$ cat config.mk
export PLATFORM = sky130hd
export DESIGN_NAME = byte_arithmetic_unit
export DESIGN_NICKNAME = d
export VERILOG_FILES = /design/src/byte_arith_pkg.sv /design/src/byte_arithmetic_unit.sv
export SDC_FILE = /design/constraint.sdc
export NUM_CORES = 1
export LEC_CHECK = 0
export ABC_AREA = 1
export BUFFER_PORTS_ARGS = -buffer_cell sky130_fd_sc_hd__buf_2
export CAP_MARGIN = 20
export CORE_ASPECT_RATIO = 0.8
export CORE_UTILIZATION = 55
export CTS_BUF_LIST = sky130_fd_sc_hd__clkbuf_8
export CTS_CLUSTER_DIAMETER = 150
export DETAILED_ROUTE_END_ITERATION = 8
export PLACE_DENSITY = 0.83
export SLEW_MARGIN = 40
export SYNTH_ARGS = -nofsm -noshare
export SYNTH_HDL_FRONTEND = slang
export SYNTH_SLANG_ARGS = --single-unit
$ cat constraint.sdc
create_clock -name CORE_CLK -period 3.6 [get_ports CORE_CLK]
set_clock_uncertainty 0.1 [all_clocks]
set_input_delay 0.54 -clock CORE_CLK [delete_from_list [all_inputs] [get_ports CORE_CLK]]
set_output_delay 0.54 -clock CORE_CLK [all_outputs]
set_load 0.1 [all_outputs]
$ cat src/byte_arith_pkg.sv
/*
 Constants, opcodes and register map of the byte arithmetic unit.
 Assumes one core clock and a decoder that presents one opcode per cycle.
*/
package byte_arith_pkg;

    localparam int BYTE_W = 8;
    localparam int FLAG_W = 4;
    localparam int ADDR_W = 2;

    // Register port map
    localparam logic [ADDR_W-1:0] OFS_WORK = 2'h0;
    localparam logic [ADDR_W-1:0] OFS_FLAGS = 2'h1;

    // Flag field positions inside the flag register
    localparam int FLAG_Z_BIT = 0;
    localparam int FLAG_C_BIT = 1;
    localparam int FLAG_HALF_BIT = 2;
    localparam int FLAG_WRAP_BIT = 3;

    localparam logic [BYTE_W-1:0] WORK_RESET = 8'h00;
    localparam logic [FLAG_W-1:0] FLAGS_RESET = 4'h0;
    localparam logic [BYTE_W-1:0] ZERO_BYTE = 8'h00;
    localparam logic [BYTE_W-1:0] ONE_BYTE = 8'h01;

    typedef enum logic [4:0] {
        OP_ADD_AI = 5'h00,
        OP_ADD_AM = 5'h01,
        OP_ADD_MA = 5'h02,
        OP_ADDC_AM = 5'h03,
        OP_ADDC_MA = 5'h04,
        OP_ADDC_A = 5'h05,
        OP_ADDC_M = 5'h06,
        OP_NADD_AM = 5'h07,
        OP_NADD_MA = 5'h08,
        OP_SUB_AI = 5'h09,
        OP_SUB_AM = 5'h0a,
        OP_SUB_MA = 5'h0b,
        OP_SUBC_AM = 5'h0c,
        OP_SUBC_MA = 5'h0d,
        OP_SUBC_A = 5'h0e,
        OP_SUBC_M = 5'h0f,
        OP_INC_M = 5'h10,
        OP_DEC_M = 5'h11,
        OP_CLR_M = 5'h12
    } op_t;

endpackage

$ cat src/byte_arithmetic_unit.sv
/*
 Byte arithmetic datapath: add, subtract, carry forms, increment,
 decrement and clear on the work register and one memory byte.
 Assumes the decoder holds MEM_RDATA valid beside OP_VALID, and that
 memory takes MEM_WDATA while MEM_WE is high.
*/
// Our own choices: the plain strobed port and the register addresses.
`timescale 1ns/100ps

// How it works
// - Add immediate into work register, all flags
// - Add memory byte into work or memory
// - Add memory plus carry into work or memory
// - Add carry alone to work register
// - Add carry alone to memory byte
// - Memory minus work into work register
// - Work minus memory into memory byte
// - Work minus immediate into work register
// - Work minus memory into work register
// - Memory minus work into memory byte
// - Work minus memory minus carry into work
// - Memory minus work minus carry into memory
// - Subtract carry alone from work register
// - Subtract carry alone from memory byte
// - Increment memory byte, all flags
// - Decrement memory byte, all flags
// - Clear memory byte, flags untouched
module byte_arithmetic_unit (
    input wire logic CORE_CLK,
    input wire logic RST,
    input wire logic OP_VALID,
    input wire byte_arith_pkg::op_t OP_CODE,
    input wire logic [byte_arith_pkg::BYTE_W-1:0] IMM,
    input wire logic [byte_arith_pkg::BYTE_W-1:0] MEM_RDATA,
    output logic [byte_arith_pkg::BYTE_W-1:0] MEM_WDATA,
    output logic MEM_WE,
    output logic [byte_arith_pkg::BYTE_W-1:0] WORK_REG,
    output logic FLAG_Z,
    output logic FLAG_C,
    output logic FLAG_HALF,
    output logic FLAG_WRAP,
    input wire logic [byte_arith_pkg::ADDR_W-1:0] REG_ADDR,
    input wire logic [byte_arith_pkg::BYTE_W-1:0] REG_WDATA,
    input wire logic REG_WR,
    input wire logic REG_RD,
    output logic [byte_arith_pkg::BYTE_W-1:0] REG_RDATA
);
    import byte_arith_pkg::*;

    logic [BYTE_W-1:0] work_q;
    logic [FLAG_W-1:0] flags_q;
    logic [BYTE_W-1:0] mem_wdata_q;
    logic mem_we_q;
    logic [BYTE_W-1:0] rdata_q;

    logic [BYTE_W-1:0] opa;
    logic [BYTE_W-1:0] opb;
    logic is_sub;
    logic use_carry;
    logic to_mem;
    logic flag_upd;
    logic legal;
    logic [FLAG_W+BYTE_W-1:0] alu_out;
    logic carry_in;

    // One adder serves every form: subtraction adds the inverted operand
    function automatic logic [FLAG_W+BYTE_W-1:0] alu_f(
        input logic [BYTE_W-1:0] x,
        input logic [BYTE_W-1:0] y,
        input logic sub,
        input logic cin
    );
        logic [BYTE_W-1:0] yy;
        logic ci;
        logic [4:0] low;
        logic [BYTE_W:0] full;
        logic [FLAG_W-1:0] f;
        yy = sub ? ~y : y;
        ci = sub ? ~cin : cin;
        low = {1'b0, x[3:0]} + {1'b0, yy[3:0]} + {4'h0, ci};
        full = {1'b0, x} + {1'b0, yy} + {8'h00, ci};
        f[FLAG_Z_BIT] = (full[BYTE_W-1:0] == ZERO_BYTE);
        f[FLAG_C_BIT] = full[BYTE_W] ^ sub;
        f[FLAG_HALF_BIT] = low[4] ^ sub;
        f[FLAG_WRAP_BIT] = (x[BYTE_W-1] == yy[BYTE_W-1]) &&
                         (full[BYTE_W-1] != x[BYTE_W-1]);
        return {f, full[BYTE_W-1:0]};
    endfunction

    always_comb begin
        opa = work_q;
        opb = IMM;
        is_sub = 1'b0;
        use_carry = 1'b0;
        to_mem = 1'b0;
        flag_upd = 1'b1;
        legal = 1'b1;
        case (OP_CODE)
            OP_ADD_AI: begin
                opb = IMM;
            end
            OP_ADD_AM: begin
                opb = MEM_RDATA;
            end
            OP_ADD_MA: begin
                opb = MEM_RDATA;
                to_mem = 1'b1;
            end
            OP_ADDC_AM: begin
                opb = MEM_RDATA;
                use_carry = 1'b1;
            end
            OP_ADDC_MA: begin
                opb = MEM_RDATA;
                use_carry = 1'b1;
                to_mem = 1'b1;
            end
            OP_ADDC_A: begin
                opb = ZERO_BYTE;
                use_carry = 1'b1;
            end
            OP_ADDC_M: begin
                opa = MEM_RDATA;
                opb = ZERO_BYTE;
                use_carry = 1'b1;
                to_mem = 1'b1;
            end
            OP_NADD_AM: begin
                opa = MEM_RDATA;
                opb = work_q;
                is_sub = 1'b1;
            end
            OP_NADD_MA: begin
                opb = MEM_RDATA;
                is_sub = 1'b1;
                to_mem = 1'b1;
            end
            OP_SUB_AI: begin
                opb = IMM;
                is_sub = 1'b1;
            end
            OP_SUB_AM: begin
                opb = MEM_RDATA;
                is_sub = 1'b1;
            end
            OP_SUB_MA: begin
                opa = MEM_RDATA;
                opb = work_q;
                is_sub = 1'b1;
                to_mem = 1'b1;
            end
            OP_SUBC_AM: begin
                opb = MEM_RDATA;
                is_sub = 1'b1;
                use_carry = 1'b1;
            end
            OP_SUBC_MA: begin
                opa = MEM_RDATA;
                opb = work_q;
                is_sub = 1'b1;
                use_carry = 1'b1;
                to_mem = 1'b1;
            end
            OP_SUBC_A: begin
                opb = ZERO_BYTE;
                is_sub = 1'b1;
                use_carry = 1'b1;
            end
            OP_SUBC_M: begin
                opa = MEM_RDATA;
                opb = ZERO_BYTE;
                is_sub = 1'b1;
                use_carry = 1'b1;
                to_mem = 1'b1;
            end
            OP_INC_M: begin
                opa = MEM_RDATA;
                opb = ONE_BYTE;
                to_mem = 1'b1;
            end
            OP_DEC_M: begin
                opa = MEM_RDATA;
                opb = ONE_BYTE;
                is_sub = 1'b1;
                to_mem = 1'b1;
            end
            OP_CLR_M: begin
                opa = ZERO_BYTE;
                opb = ZERO_BYTE;
                to_mem = 1'b1;
                flag_upd = 1'b0;
            end
            default: begin
                legal = 1'b0;
                flag_upd = 1'b0;
            end
        endcase
    end

    assign carry_in = use_carry & flags_q[FLAG_C_BIT];
    assign alu_out = alu_f(opa, opb, is_sub, carry_in);

    // An operation in the same cycle as a register write wins
    always_ff @(posedge CORE_CLK) begin
        if (RST) begin
            work_q <= WORK_RESET;
        end else if (OP_VALID && legal && !to_mem) begin
            work_q <= alu_out[BYTE_W-1:0];
        end else if (REG_WR && REG_ADDR == OFS_WORK) begin
            work_q <= REG_WDATA;
        end
    end

    always_ff @(posedge CORE_CLK) begin
        if (RST) begin
            flags_q <= FLAGS_RESET;
        end else if (OP_VALID && flag_upd) begin
            flags_q <= alu_out[FLAG_W+BYTE_W-1:BYTE_W];
        end else if (REG_WR && REG_ADDR == OFS_FLAGS) begin
            flags_q <= REG_WDATA[FLAG_W-1:0];
        end
    end

    // Clear needs no special path: the adder yields zero for it
    always_ff @(posedge CORE_CLK) begin
        if (RST) begin
            mem_we_q <= 1'b0;
            mem_wdata_q <= ZERO_BYTE;
        end else begin
            mem_we_q <= OP_VALID && legal && to_mem;
            if (OP_VALID && legal && to_mem) begin
                mem_wdata_q <= alu_out[BYTE_W-1:0];
            end
        end
    end

    always_ff @(posedge CORE_CLK) begin
        if (RST) begin
            rdata_q <= ZERO_BYTE;
        end else if (REG_RD) begin
            case (REG_ADDR)
                OFS_WORK: rdata_q <= work_q;
                OFS_FLAGS: rdata_q <= {{(BYTE_W-FLAG_W){1'b0}}, flags_q};
                default: rdata_q <= ZERO_BYTE;
            endcase
        end else begin
            rdata_q <= ZERO_BYTE;
        end
    end

    assign WORK_REG = work_q;
    assign MEM_WDATA = mem_wdata_q;
    assign MEM_WE = mem_we_q;
    assign FLAG_Z = flags_q[FLAG_Z_BIT];
    assign FLAG_C = flags_q[FLAG_C_BIT];
    assign FLAG_HALF = flags_q[FLAG_HALF_BIT];
    assign FLAG_WRAP = flags_q[FLAG_WRAP_BIT];
    assign REG_RDATA = rdata_q;
endmodule // byte_arithmetic_unit

# Word level (Yosys, flattened, before mapping)
# Index checks and enable logic that the tools add are counted.
totals:
  register_bits: 29
  out_inout_bits: 29
op_classes:
  addsub: 4
  n_eq_ne: 21
  muxes: 14
  n_bitwise: 6
  n_reduce_logical: 24
op_table:
  columns: ["operator", "n"]
  rows:
  - ["== test 5 x 4 -> 1 bit (second input constant)", 8]
  - ["case mux 8 bit (2 select lines)", 2]
  - ["case mux 8 bit (4 select lines)", 1]
  - ["two-way mux 8 bit", 3]
  - ["== test 5 x 3 -> 1 bit (second input constant)", 4]
  - ["OR reduction 10 bit", 2]
  - ["OR reduction 19 bit", 1]
  - ["OR reduction 18 bit", 1]
  - ["== test 5 bit (second input constant)", 3]
  - ["OR reduction 7 bit", 2]
  - ["== test 5 x 2 -> 1 bit (second input constant)", 2]
  - ["adder 8 x 8 -> 9 bit", 1]
  - ["adder 9 x 1 -> 9 bit", 1]
  - ["zero test 8 bit", 1]
  - ["two-way mux 4 bit", 2]
  - ["inverter 8 bit", 1]
  - ["OR reduction 8 bit", 1]
  - ["logical AND 1 bit", 7]
  - ["two-way mux 1 bit", 6]
  - ["adder 4 x 4 -> 5 bit", 1]
  - ["adder 5 x 1 -> 5 bit", 1]
  - ["== test 5 x 1 -> 1 bit (second input constant)", 1]
  - ["zero test 5 bit", 1]
  - ["OR reduction 5 bit", 1]
  - ["other kinds (11)", 15]

# Longest topological paths before layout
# Gate-level depths: netlist (run 1).
logic_depth:
  depth_word: 10
  ltp_mapped: 23
  ltp_nobuf: 22

# Least setup slack after synthesis (run 1)
# OpenSTA, ideal clock, no wires.
synth_timing:
  path_kind: "input to register"
  startpoint: "in OP_CODE[4]"
  endpoint: "reg flags_q[0]"
  setup_time_ps: 71
  arrival_ps: 3145
  t_required_ps: 3429
  path_slack_ps: 284
  cell_stages: 21
  path_buffers: 2
  cell_sequence: "buf_4 inv_1 nand2_1 nor2_1 nand2_1 o21ai_2 nor2_4 buf_6 nand4_1 nand2_1 xor2_1 fa_1 inv_1 fa_1 inv_1 or2_2 nor2_1 nand3_1 nor2_1 nand4_1 a21oi_1"
synth_between:
  elab_chain_len: 9
  elab_cells_between_ends: 43
synth_rtl:
  columns: ["item", "line", "text"]
  rows:
  - ["from (decl)", "byte_arithmetic_unit.sv:32", "input wire byte_arith_pkg::op_t OP_CODE,"]
  - ["== test 5 x 4 -> 1 bit (tied with other cells)", "byte_arithmetic_unit.sv:98", "case (OP_CODE)"]
  - ["OR reduction 7 bit (no line) (tied with other cells)", null, null]
  - ["case mux 8 bit (4 select lines) / two-way mux 1 bit (equally long branches)", "byte_arithmetic_unit.sv:98", null]
  - ["inverter 8 bit / AND 1 bit (equally long branches)", "byte_arithmetic_unit.sv:78, byte_arithmetic_unit.sv:200", null]
  - ["two-way mux 8 bit / inverter 1 bit (equally long branches)", "byte_arithmetic_unit.sv:78, byte_arithmetic_unit.sv:79", null]
  - ["adder 8 x 8 -> 9 bit / two-way mux 1 bit (equally long branches)", "byte_arithmetic_unit.sv:81, byte_arithmetic_unit.sv:79", null]
  - ["adder 9 x 1 -> 9 bit", "byte_arithmetic_unit.sv:81", "full = {1'b0, x} + {1'b0, yy} + {8'h00, ci};"]
  - ["zero test 8 bit", "byte_arithmetic_unit.sv:82", "f[FLAG_Z_BIT] = (full[BYTE_W-1:0] == ZERO_BYTE);"]
  - ["two-way mux 4 bit", "byte_arithmetic_unit.sv:217", "end else if (OP_VALID && flag_upd) begin"]
  - ["to (signal assigned)", "byte_arithmetic_unit.sv:218", "flags_q <= alu_out[FLAG_W+BYTE_W-1:BYTE_W];"]
  - ["to (signal assigned)", "byte_arithmetic_unit.sv:220", "flags_q <= REG_WDATA[FLAG_W-1:0];"]
  - ["to (decl)", "byte_arithmetic_unit.sv:51", "logic [FLAG_W-1:0] flags_q;"]
# Several ways; a longest one is shown, not always the timed one.
# A chain may end at the register's enable or synchronous reset.

# Worst setup path in the final report (run 1)
layout_timing:
  startpoint: "in OP_CODE[3]"
  endpoint: "reg flags_q[0]"
# Same word-level chain as after synthesis.

==> results.json, run 1 <==
{
  "p_seq_share_pct": 26.4,
  "antenna_found_initial": 0,
  "hold_class": "reg -> reg",
  "post-place-ws_ns": 0.0357,
  "p_leak_nw": 1.67,
  "gp_congestion": 0.992,
  "syn-num-nets": 455,
  "drv_slew": 0,
  "first_pass_iters": 5,
  "synthCells": 410,
  "layout-drive-gt1-share_pct": 22.9,
  "yosysWarnings": 0,
  "setup_slack_ns": 0.310,
  "critPathTopFamily": "simple AND/OR/NAND/NOR gates",
  "power_frac_clock_pct": 25.5,
  "root_buffer": "clkbuf_8",
  "first_global_vias": 2418,
  "die_h_um": 61.4,
  "rows": 21,
  "p_int_mw": 0.762,
  "max_slew_margin_pct": 61.6,
  "grt_busiest_layer": "met2",
  "crit_path_end_kind": "flip-flop",
  "synth-seq-cells": 29,
  "ant_nets": 0,
  "start_util_pct": 57.8,
  "combPwrFrac_pct": 48.2,
  "drc": 0,
  "timing.final.crit_share_pct": 91.4,
  "rsz0062_at_grt": "no",
  "grtUsageMet1_pct": 41.6,
  "postCtsSetupBuffers": 0,
  "dp_hpwl_um": 5620,
  "worstPathRequired_ns": 3.71,
  "ios": 65,
  "worst-r2r-setup-slack_ns": 0.86,
  "cp_slowest_cell": "fa_1",
  "avgSynthCellArea_sq_um": 5.92,
  "fin_crit_ns": 3.29,
  "path_buf_inv": 4,
  "clk_pin_slew_ns": 0.06,
  "crit_arrival_ns": 3.40,
  "use_met3_pct": 6.81,
  "grt_max_degree": 15,
  "core_area_sq_mm": 0.00420,
  "antenna_cells": 0,
  "worst_pin_slew_ns": 0.574,
  "powerDensity_mw_per_mm2": 465,
  "design_power_total_mw": 1.38,
  "drtIter0Drc": 282,
  "final_area_sq_mm": 0.00298,
  "fmax_mhz": 304,
  "status": "completed",
  "die_w_um": 76.3,
  "synth-seq-area-share_pct": 23.9,
  "cts.sinks": 29,
  "cts_tree": "done",
  "place_area_sq_mm": 0.00285,
  "dieArea_sq_mm": 0.00469,
  "critPathKind": "in -> reg",
  "htree_num_levels": 2,
  "finalNetCount": 529,
  "start_kind": "primary input",
  "area_growth_pct": 22.6,
  "setup_violations": 0,
  "max_stage_delay_ns": 0.48,
  "grt_pass1_wl_um": 11200,
  "overflow": 0,
  "hold_viol_final": 0,
  "cts_buffer_depth": 2,
  "wl_per_cell_um": 13.3,
  "numCtsBuffers": 5,
  "crit_chain": "buf_2, inv_1, nand2_2, nand2_1, nand2_2, nand2_2, nor2_2, nand4_1, nand2_1, xor2_2, fa_2, inv_1, fa_1, inv_1, or2_2, nor2_1, nand3_1, nor2_1, nand4_1, a21oi_1",
  "cp_max_fo": 9,
  "switchingPower_mw": 0.622,
  "vias": 2960,
  "clock_latency_ns": 0.29,
  "use_met2_pct": 51.6,
  "ys_types": 35,
  "swShare_pct": 45.0,
  "cap_violations": 0,
  "grt_usage_pct": 30.8,
  "wl_um": 7230,
  "syn_area_sq_mm": 0.00243,
  "via_per_inst": 5.46,
  "peakVddDrop_v": 0.000373,
  "port_buffers": 64,
  "final.setup.tns_ns": 0
}
==> cells in the final DEF (no fill, tap or decap), types with 2 or more instances in the layout <==
master | synthesis | final
a21oi_1 | 29 | 29
nor3_1 | 4 | 4
nand3_2 | 1 | 2
nand3_1 | 39 | 38
nand3b_1 | 5 | 5
o21ai_1 | 8 | 8
buf_4 | 1 | 9
dfxtp_1 | 29 | 29
ha_1 | 7 | 7
buf_2 | 1 | 64
nor2_1 | 60 | 60
nand2_2 | 6 | 6
inv_1 | 44 | 45
clkbuf_8 | 0 | 6
nor2_4 | 3 | 3
nand4_1 | 13 | 13
o22ai_1 | 6 | 6
inv_2 | 8 | 8
o21ai_0 | 11 | 11
nor2_2 | 4 | 4
nand2_1 | 112 | 112
==> per-layer routing <==
metal  wire length, um  up-vias
met4                92        0
met1              3220     1296
met2              3150      165
met5                 0        -
li1                  -     1483
met3               765       16
==> per-stage QoR <==
| step | util (%) | std cells | hold WS (ns) |
|---|---|---|---|
| CTS | 70.4 | 542 | 0.387 |
| floorplan | - | 410 | 0.595 |
| global placement | 67.7 | 534 | 0.356 |
| detailed placement | 67.7 | 534 | 0.363 |
| global route | 70.8 | 542 | 0.407 |
| finish | 70.8 | 542 | 0.383 |
==> final timing paths <==
kind | to | depth (start not counted) | from
hold / removal | REG_RDATA[2]$_SDFF_PP0_ | 2 | flags_q[2]$_SDFFE_PP0P_
setup / recovery | flags_q[0]$_SDFFE_PP0P_ | 20 | OP_CODE[3]
hold reg to reg | REG_RDATA[2]$_SDFF_PP0_ | 2 | flags_q[2]$_SDFFE_PP0P_
setup reg to reg | flags_q[0]$_SDFFE_PP0P_ | 15 | WORK_REG[0]$_SDFFE_PP0P_
==> state kept, by name, indices dropped and copies added, names as in the netlist <==
| signal | count |
|---|---|
| MEM_WDATA | 8 |
| WORK_REG | 8 |
| MEM_WE | 1 |
| REG_RDATA | 8 |
| flags_q | 4 |
==> power groups by stage <==
stage          clock network [mW]  logic, mW  registers (mW)
3_3_place_gp                    0      0.634           0.371
2_1_floorplan                   0      0.338           0.515
5_1_grt                     0.367      0.722           0.367
4_1_cts                     0.349      0.651           0.364
6_report                    0.352      0.666           0.365
3_5_place_dp                    0      0.642           0.371
==> final cells by class <==
class	count	area, sq um
Tap cell	57	71.3
Sequential cell	29	581
Clock inverter	2	33.8
Clock buffer	6	82.6
Multi-Input combinational cell	322	1620
Timing Repair Buffer	73	388
Inverter	53	204
Fill cell	384	1230
==> worst reg2reg max path: stages (launching register included) <==
cell     delay, ns
dfxtp_1       0.45
nand2_1       0.08
nand2_1       0.06
nor2_1        0.04
nand2_1       0.09
xor2_2        0.17
fa_2          0.24
inv_1         0.05
fa_1          0.48
inv_1         0.06
or2_2         0.27
nor2_1        0.10
nand3_1       0.10
nor2_1        0.09
nand4_1       0.10
a21oi_1       0.17
==> logic make-up (layout without fill, tap and decap cells) <==
| group | Yosys count | in the layout | synth area share, % |
|---|---|---|---|
| DFF | 29 | 29 | 23.9 |
| xor gates and xnor gates | 3 | 3 | 1.08 |
| buffers and inverters | 59 | 134 | 10.1 |
| adders and majority gates | 9 | 9 | 5.25 |
| AOI/OAI and AO/OA | 60 | 60 | 13.7 |
| and+or+nand+nor | 250 | 250 | 46.0 |
==> cells in the mapped netlist <==
cell / number / area [sq um]
nand3_2: 1 / 10.0
nand3b_1: 5 / 37.5
o21a_1: 1 / 7.51
o21ai_2: 1 / 8.76
a21oi_1: 29 / 145
a31oi_1: 1 / 6.26
o21ai_1: 8 / 40.0
o22ai_1: 6 / 37.5
buf_4: 1 / 7.51
buf_2: 1 / 5.00
dfxtp_1: 29 / 581
ha_1: 7 / 87.6
nand3_1: 39 / 195
inv_2: 8 / 30.0
nand2_4: 1 / 11.3
nand4_2: 1 / 12.5
inv_1: 44 / 165
xnor2_1: 1 / 8.76
buf_6: 2 / 22.5
a21oi_4: 1 / 16.3
xor2_1: 2 / 17.5
fa_1: 2 / 40.0
nor3_1: 4 / 20.0
nand2_2: 6 / 37.5
clkbuf_1: 2 / 7.51
nor2_1: 60 / 225
a21o_1: 1 / 7.51
nor2_2: 4 / 25.0
nand2_1: 112 / 420
nor2_4: 3 / 33.8
o211ai_1: 1 / 7.51
clkinv_4: 1 / 8.76
nand4_1: 13 / 81.3
or2_2: 1 / 6.26
o21ai_0: 11 / 55.1
==> repair_timing <==
| item | 4_1_cts | 5_1_grt |
|---|---|---|
| endpoints found under the setup margin | 0 | 1 |
| hold buffers | 0 | 0 |
| gates resized for setup | 0 | 3 |
| endpoints found under the hold margin | 0 | 0 |
Note: power is estimated with default switching activity, not from simulation.
==> run 2: changes to the inputs <==
--- a/config.mk
+++ b/config.mk
@@ -13,7 +13,8 @@
 export CTS_BUF_LIST = sky130_fd_sc_hd__clkbuf_8
 export CTS_CLUSTER_DIAMETER = 150
 export DETAILED_ROUTE_END_ITERATION = 8
-export PLACE_DENSITY = 0.83
+export GPL_TIMING_DRIVEN = 1
+export PLACE_DENSITY_LB_ADDON = 0.3
 export SLEW_MARGIN = 40
 export SYNTH_ARGS = -nofsm -noshare
 export SYNTH_HDL_FRONTEND = slang
==> results.json, run 2 (synthesized netlist as in run 1, its figures left out) <==
{
  "drtIter0Drc": 259,
  "port_buffers": 64,
  "first_pass_iters": 5,
  "max_stage_delay_ns": 0.48,
  "layout-drive-gt1-share_pct": 23.2,
  "ios": 65,
  "clk_pin_slew_ns": 0.06,
  "root_buffer": "clkbuf_8",
  "seq_area_sq_um": 581,
  "critPathKind": "in -> reg",
  "power_frac_clock_pct": 19.6,
  "fill_cells": 407,
  "drc": 0,
  "area_growth_pct": 21.9,
  "final.setup.tns_ns": 0,
  "first_global_vias": 2408,
  "cts.sinks": 29,
  "numCtsBuffers": 5,
  "fmax_mhz": 298,
  "hold_class": "reg -> reg",
  "via_per_inst": 5.47,
  "place_area_sq_mm": 0.00285,
  "cts_buffer_depth": 2,
  "rows": 21,
  "cts_tree": "done",
  "final_area_sq_mm": 0.00296,
  "antenna_found_initial": 0,
  "wl_um": 7420,
  "cp_slowest_cell": "fa_1",
  "overflow": 0,
  "core_area_sq_mm": 0.00420,
  "powerDensity_mw_per_mm2": 439,
  "dp_hpwl_um": 5790,
  "grt_usage_pct": 31.7,
  "p_seq_share_pct": 28.2,
  "gp_congestion": 0.944,
  "die_h_um": 61.4,
  "cap_violations": 0,
  "ctsHoldBuffers": 0,
  "timing.final.crit_share_pct": 93.2,
  "swShare_pct": 47.8,
  "rsz0062_at_grt": "no",
  "start_kind": "primary input",
  "worst_pin_slew_ns": 0.598,
  "setup_violations": 0,
  "antenna_cells": 0,
  "vias": 2982,
  "dpl.cell_count": 535,
  "worstPathRequired_ns": 3.71,
  "clock_latency_ns": 0.28,
  "fin_crit_ns": 3.35,
  "start_util_pct": 57.8,
  "multiInputGateArea_sq_mm": 0.00161,
  "grt_max_degree": 15,
  "switchingPower_mw": 0.621,
  "ant_nets": 0,
  "finalNetCount": 532,
  "peakVddDrop_v": 0.000368,
  "wl_per_cell_um": 13.6,
  "status": "completed",
  "hold_viol_final": 0,
  "mostFrequentLayoutCells": "nand2_1, buf_2, nor2_1",
  "max_slew_margin_pct": 60.0,
  "cp_max_fo": 6,
  "grt_pass1_wl_um": 11400,
  "combPwrFrac_pct": 52.2,
  "drv_slew": 0,
  "htree_num_levels": 2,
  "dieArea_sq_mm": 0.00469,
  "p_leak_nw": 1.67,
  "crit_arrival_ns": 3.46,
  "crit_chain": "buf_2, nand2_2, nor2_4, nand2_1, nand2_1, nand2_1, nand3_1, inv_2, xor2_1, fa_2, inv_1, fa_1, inv_1, or2_2, nor2_1, nand3_1, nor2_1, nand4_1, a21oi_1",
  "finalNonFillerCells": 545,
  "layout_commonest_cell": "nand2_1",
  "crit_path_end_kind": "flip-flop",
  "p_int_mw": 0.678,
  "crit_top_cell": "nand2_1",
  "die_w_um": 76.3
}
## run 2: final cells by class
class                   count  share of cell area (%)
clock buffers               5                    2.32
clock inverters             3                   0.465
inverters                  53                    6.89
multi-input cells         322                    54.4
flip-flops and latches     29                    19.6
well taps                  57                    2.41
repair buffers             76                    13.9
## run 2: routing by layer
metal	up-vias	routed length, um	global-route usage (%)
met3	12	705	5.48
met4	0	53	6.32
met5	-	0	0
li1	1491	-	-
met1	1337	3380	45.2
met2	142	3280	51.2
## run 2: through the flow
| stage | utilization (%) | setup slack [ns] | power, mW | hold WS [ns] |
|---|---|---|---|---|
| 2_1_floorplan | - | 0.284 | 0.854 | 0.595 |
| 3_3_place_gp | 67.9 | 0.162 | 1.01 | 0.357 |
| 3_5_place_dp | 67.9 | 0.0539 | 1.02 | 0.362 |
| 4_1_cts | 69.8 | 0.298 | 1.27 | 0.371 |
| 5_1_grt | 70.4 | 0.0192 | 1.37 | 0.403 |
| 6_report | 70.4 | 0.246 | 1.30 | 0.371 |
## run 2: worst max-delay path, delay by kind of cell
kind	cells	cell delay, ns
buf+inv	4	0.34
xor+xnor	1	0.22
simple gates	11	1.46
compound gates	1	0.15
fa+ha+maj	2	0.75
## run 2: power groups by stage
stage               clock [mW]  sequential [mW]  combinational, mW
finish                   0.255            0.366              0.678
global route             0.267            0.367              0.740
CTS                      0.254            0.364              0.653
detailed placement           0            0.371              0.647
global placement             0            0.371              0.638
floorplan                    0            0.515              0.338
## run 2: final timing paths
| kind | from | endpoint | slack, ns | cells after the start |
|---|---|---|---|---|
| max | OP_CODE[2] | flags_q[0]$_SDFFE_PP0P_ | 0.25 | 19 |
| min | MEM_WDATA[6]$_SDFFE_PP0P_ | MEM_WDATA[6]$_SDFFE_PP0P_ | 0.37 | 2 |
| max reg2reg | WORK_REG[0]$_SDFFE_PP0P_ | flags_q[0]$_SDFFE_PP0P_ | 0.86 | 15 |
| min reg2reg | MEM_WDATA[6]$_SDFFE_PP0P_ | MEM_WDATA[6]$_SDFFE_PP0P_ | 0.37 | 2 |
## run 2: what timing repair did
item                                    CTS  global route
resized for setup                         0             3
endpoints found under the setup margin    0             3
buffers inserted                          0             2
==> run 3: changes to the inputs <==
--- a/config.mk
+++ b/config.mk
@@ -9,7 +9,7 @@
 export BUFFER_PORTS_ARGS = -buffer_cell sky130_fd_sc_hd__buf_2
 export CAP_MARGIN = 20
 export CORE_ASPECT_RATIO = 0.8
-export CORE_UTILIZATION = 55
+export CORE_UTILIZATION = 59
 export CTS_BUF_LIST = sky130_fd_sc_hd__clkbuf_8
 export CTS_CLUSTER_DIAMETER = 150
 export DETAILED_ROUTE_END_ITERATION = 8
==> constraint.sdc (replaced) <==
create_clock -name CORE_CLK -period 4.35 [get_ports CORE_CLK]
set_clock_uncertainty 0.1 [all_clocks]
set_input_delay 0.6525 -clock CORE_CLK [delete_from_list [all_inputs] [get_ports CORE_CLK]]
set_output_delay 0.6525 -clock CORE_CLK [all_outputs]
set_load 0.1 [all_outputs]
==> results.json, run 3 (synthesized netlist as in run 1, its figures left out) <==
{
  "antenna_found_initial": 0,
  "drc": 0,
  "ant_nets": 0,
  "crit_path_end_kind": "flip-flop",
  "rsz0062_at_grt": "no",
  "die_h_um": 59.4,
  "use_met3_pct": 6.63,
  "use_met2_pct": 51.9,
  "first_global_vias": 2437,
  "start_kind": "primary input",
  "finalNetCount": 522,
  "postCtsSetupBuffers": 0,
  "max_slew_margin_pct": 64.1,
  "antenna_cells": 0,
  "ios": 65,
  "area_growth_pct": 19.1,
  "die_w_um": 73.7,
  "setup_violations": 0,
  "final.setup.tns_ns": 0,
  "crit_chain": "buf_2, inv_1, nand2_2, nand2_1, nand2_2, nand2_2, nor2_2, nand4_1, nand2_1, xor2_1, fa_1, inv_1, fa_1, nand3b_1, nand2_1, nand2_1, nand2_1, nand2_1, nand2_1, nand3_1, nand2_1, a21oi_1",
  "rows": 20,
  "vias": 2927,
  "worstPathRequired_ns": 4.42,
  "cap_violations": 0,
  "p_leak_nw": 1.63,
  "setup_slack_ns": 0.692,
  "mostFrequentLayoutCells": "nand2_1, buf_2, nor2_1",
  "cts_buffer_depth": 2,
  "final_util_pct": 74.5,
  "numCtsBuffers": 5,
  "powerDensity_mw_per_mm2": 375,
  "cts.sinks": 29,
  "crit_arrival_ns": 3.73,
  "cp_slowest_cell": "fa_1",
  "wl_um": 7040,
  "core_area_sq_mm": 0.00388,
  "clock_latency_ns": 0.29,
  "fmax_mhz": 273,
  "critPathKind": "in -> reg",
  "hold_viol_final": 0,
  "htree_num_levels": 2,
  "layout-drive-gt1-share_pct": 21.3,
  "root_buffer": "clkbuf_8",
  "finalNonFillerCells": 533,
  "post-place-ws_ns": 0.486,
  "grt_busiest_layer": "met2",
  "gp_congestion": 0.976,
  "drv_slew": 0,
  "grt_pass1_wl_um": 11100,
  "cp_max_fo": 9,
  "wl_per_cell_um": 13.2,
  "dp_hpwl_um": 5660,
  "max_stage_delay_ns": 0.39,
  "fin_crit_ns": 3.66,
  "timing.final.crit_share_pct": 84.1,
  "first_pass_iters": 5,
  "drtIter0Drc": 306,
  "grtUsageMet1_pct": 48.6,
  "peakVddDrop_v": 0.000262,
  "status": "completed",
  "cts_resized": 0,
  "crit_top_cell": "nand2_1",
  "via_per_inst": 5.49,
  "dpl.cell_count": 525,
  "overflow": 0,
  "timing.hold.ws_ns": 0.377,
  "start_util_pct": 62.6,
  "cts_tree": "done",
  "grt_usage_pct": 33.9,
  "clk_pin_slew_ns": 0.06,
  "grt_max_degree": 17,
  "worst-r2r-setup-slack_ns": 1.56,
  "ctsHoldBuffers": 0,
  "dieArea_sq_mm": 0.00438,
  "port_buffers": 64,
  "hold_class": "reg -> reg",
  "layout_commonest_cell": "nand2_1",
  "worst_pin_slew_ns": 0.537
}
[run 3: changes by cell type in the layout (fill, tap and decap cells not counted)]
cell / previous run / this run
buf_4: 12 / 2
nor2_4: 4 / 3
nor2_2: 3 / 4
clkinv_2: 2 / 1
clkbuf_8: 5 / 7
fa_1: 1 / 2
nand2_1: 111 / 112
inv_1: 45 / 44
fa_2: 1 / 0
nand2_2: 7 / 6
[run 3: metal layers]
layer	up-vias	wire (um)
li1	1470	-
met4	0	163
met5	-	0
met1	1281	3200
met3	20	658
met2	156	3010
[run 3: critical path: cells and delay by family]
family | cells | cell delay [ns]
buffers and inverters | 3 | 0.28
and+or+nand+nor | 15 | 1.84
xor gates and xnor gates | 1 | 0.23
AOI/OAI and AO/OA | 1 | 0.06
adders and majority gates | 2 | 0.65
[run 3: final timing paths]
kind                          endpoint  depth (start not counted)                      start
max           WORK_REG[6]$_SDFFE_PP0P_                         22                 OP_CODE[3]
min          MEM_WDATA[6]$_SDFFE_PP0P_                          2  MEM_WDATA[6]$_SDFFE_PP0P_
max reg2reg   WORK_REG[6]$_SDFFE_PP0P_                         17   WORK_REG[0]$_SDFFE_PP0P_
min reg2reg  MEM_WDATA[6]$_SDFFE_PP0P_                          2  MEM_WDATA[6]$_SDFFE_PP0P_
[run 3: layout make-up]
cell class,instances,area (sq um)
fill,347,987
clock inverter,1,5.00
multi-input combinational,322,1600
timing repair buffer,66,335
inverter,53,204
clock buffer,7,96.3
sequential,29,581
tap,55,68.8
[run 3: through the flow]
step                instance area [sq um]  total power, mW
CTS                                  2890             1.07
finish                               2890             1.08
floorplan                            2430            0.706
global route                         2890             1.14
global placement                     2790            0.819
detailed placement                   2790            0.824
[run 3: power by group]
group,switching [mW],internal (mW)
registers,0.0173,0.283
logic,0.391,0.146
clock network,0.104,0.143
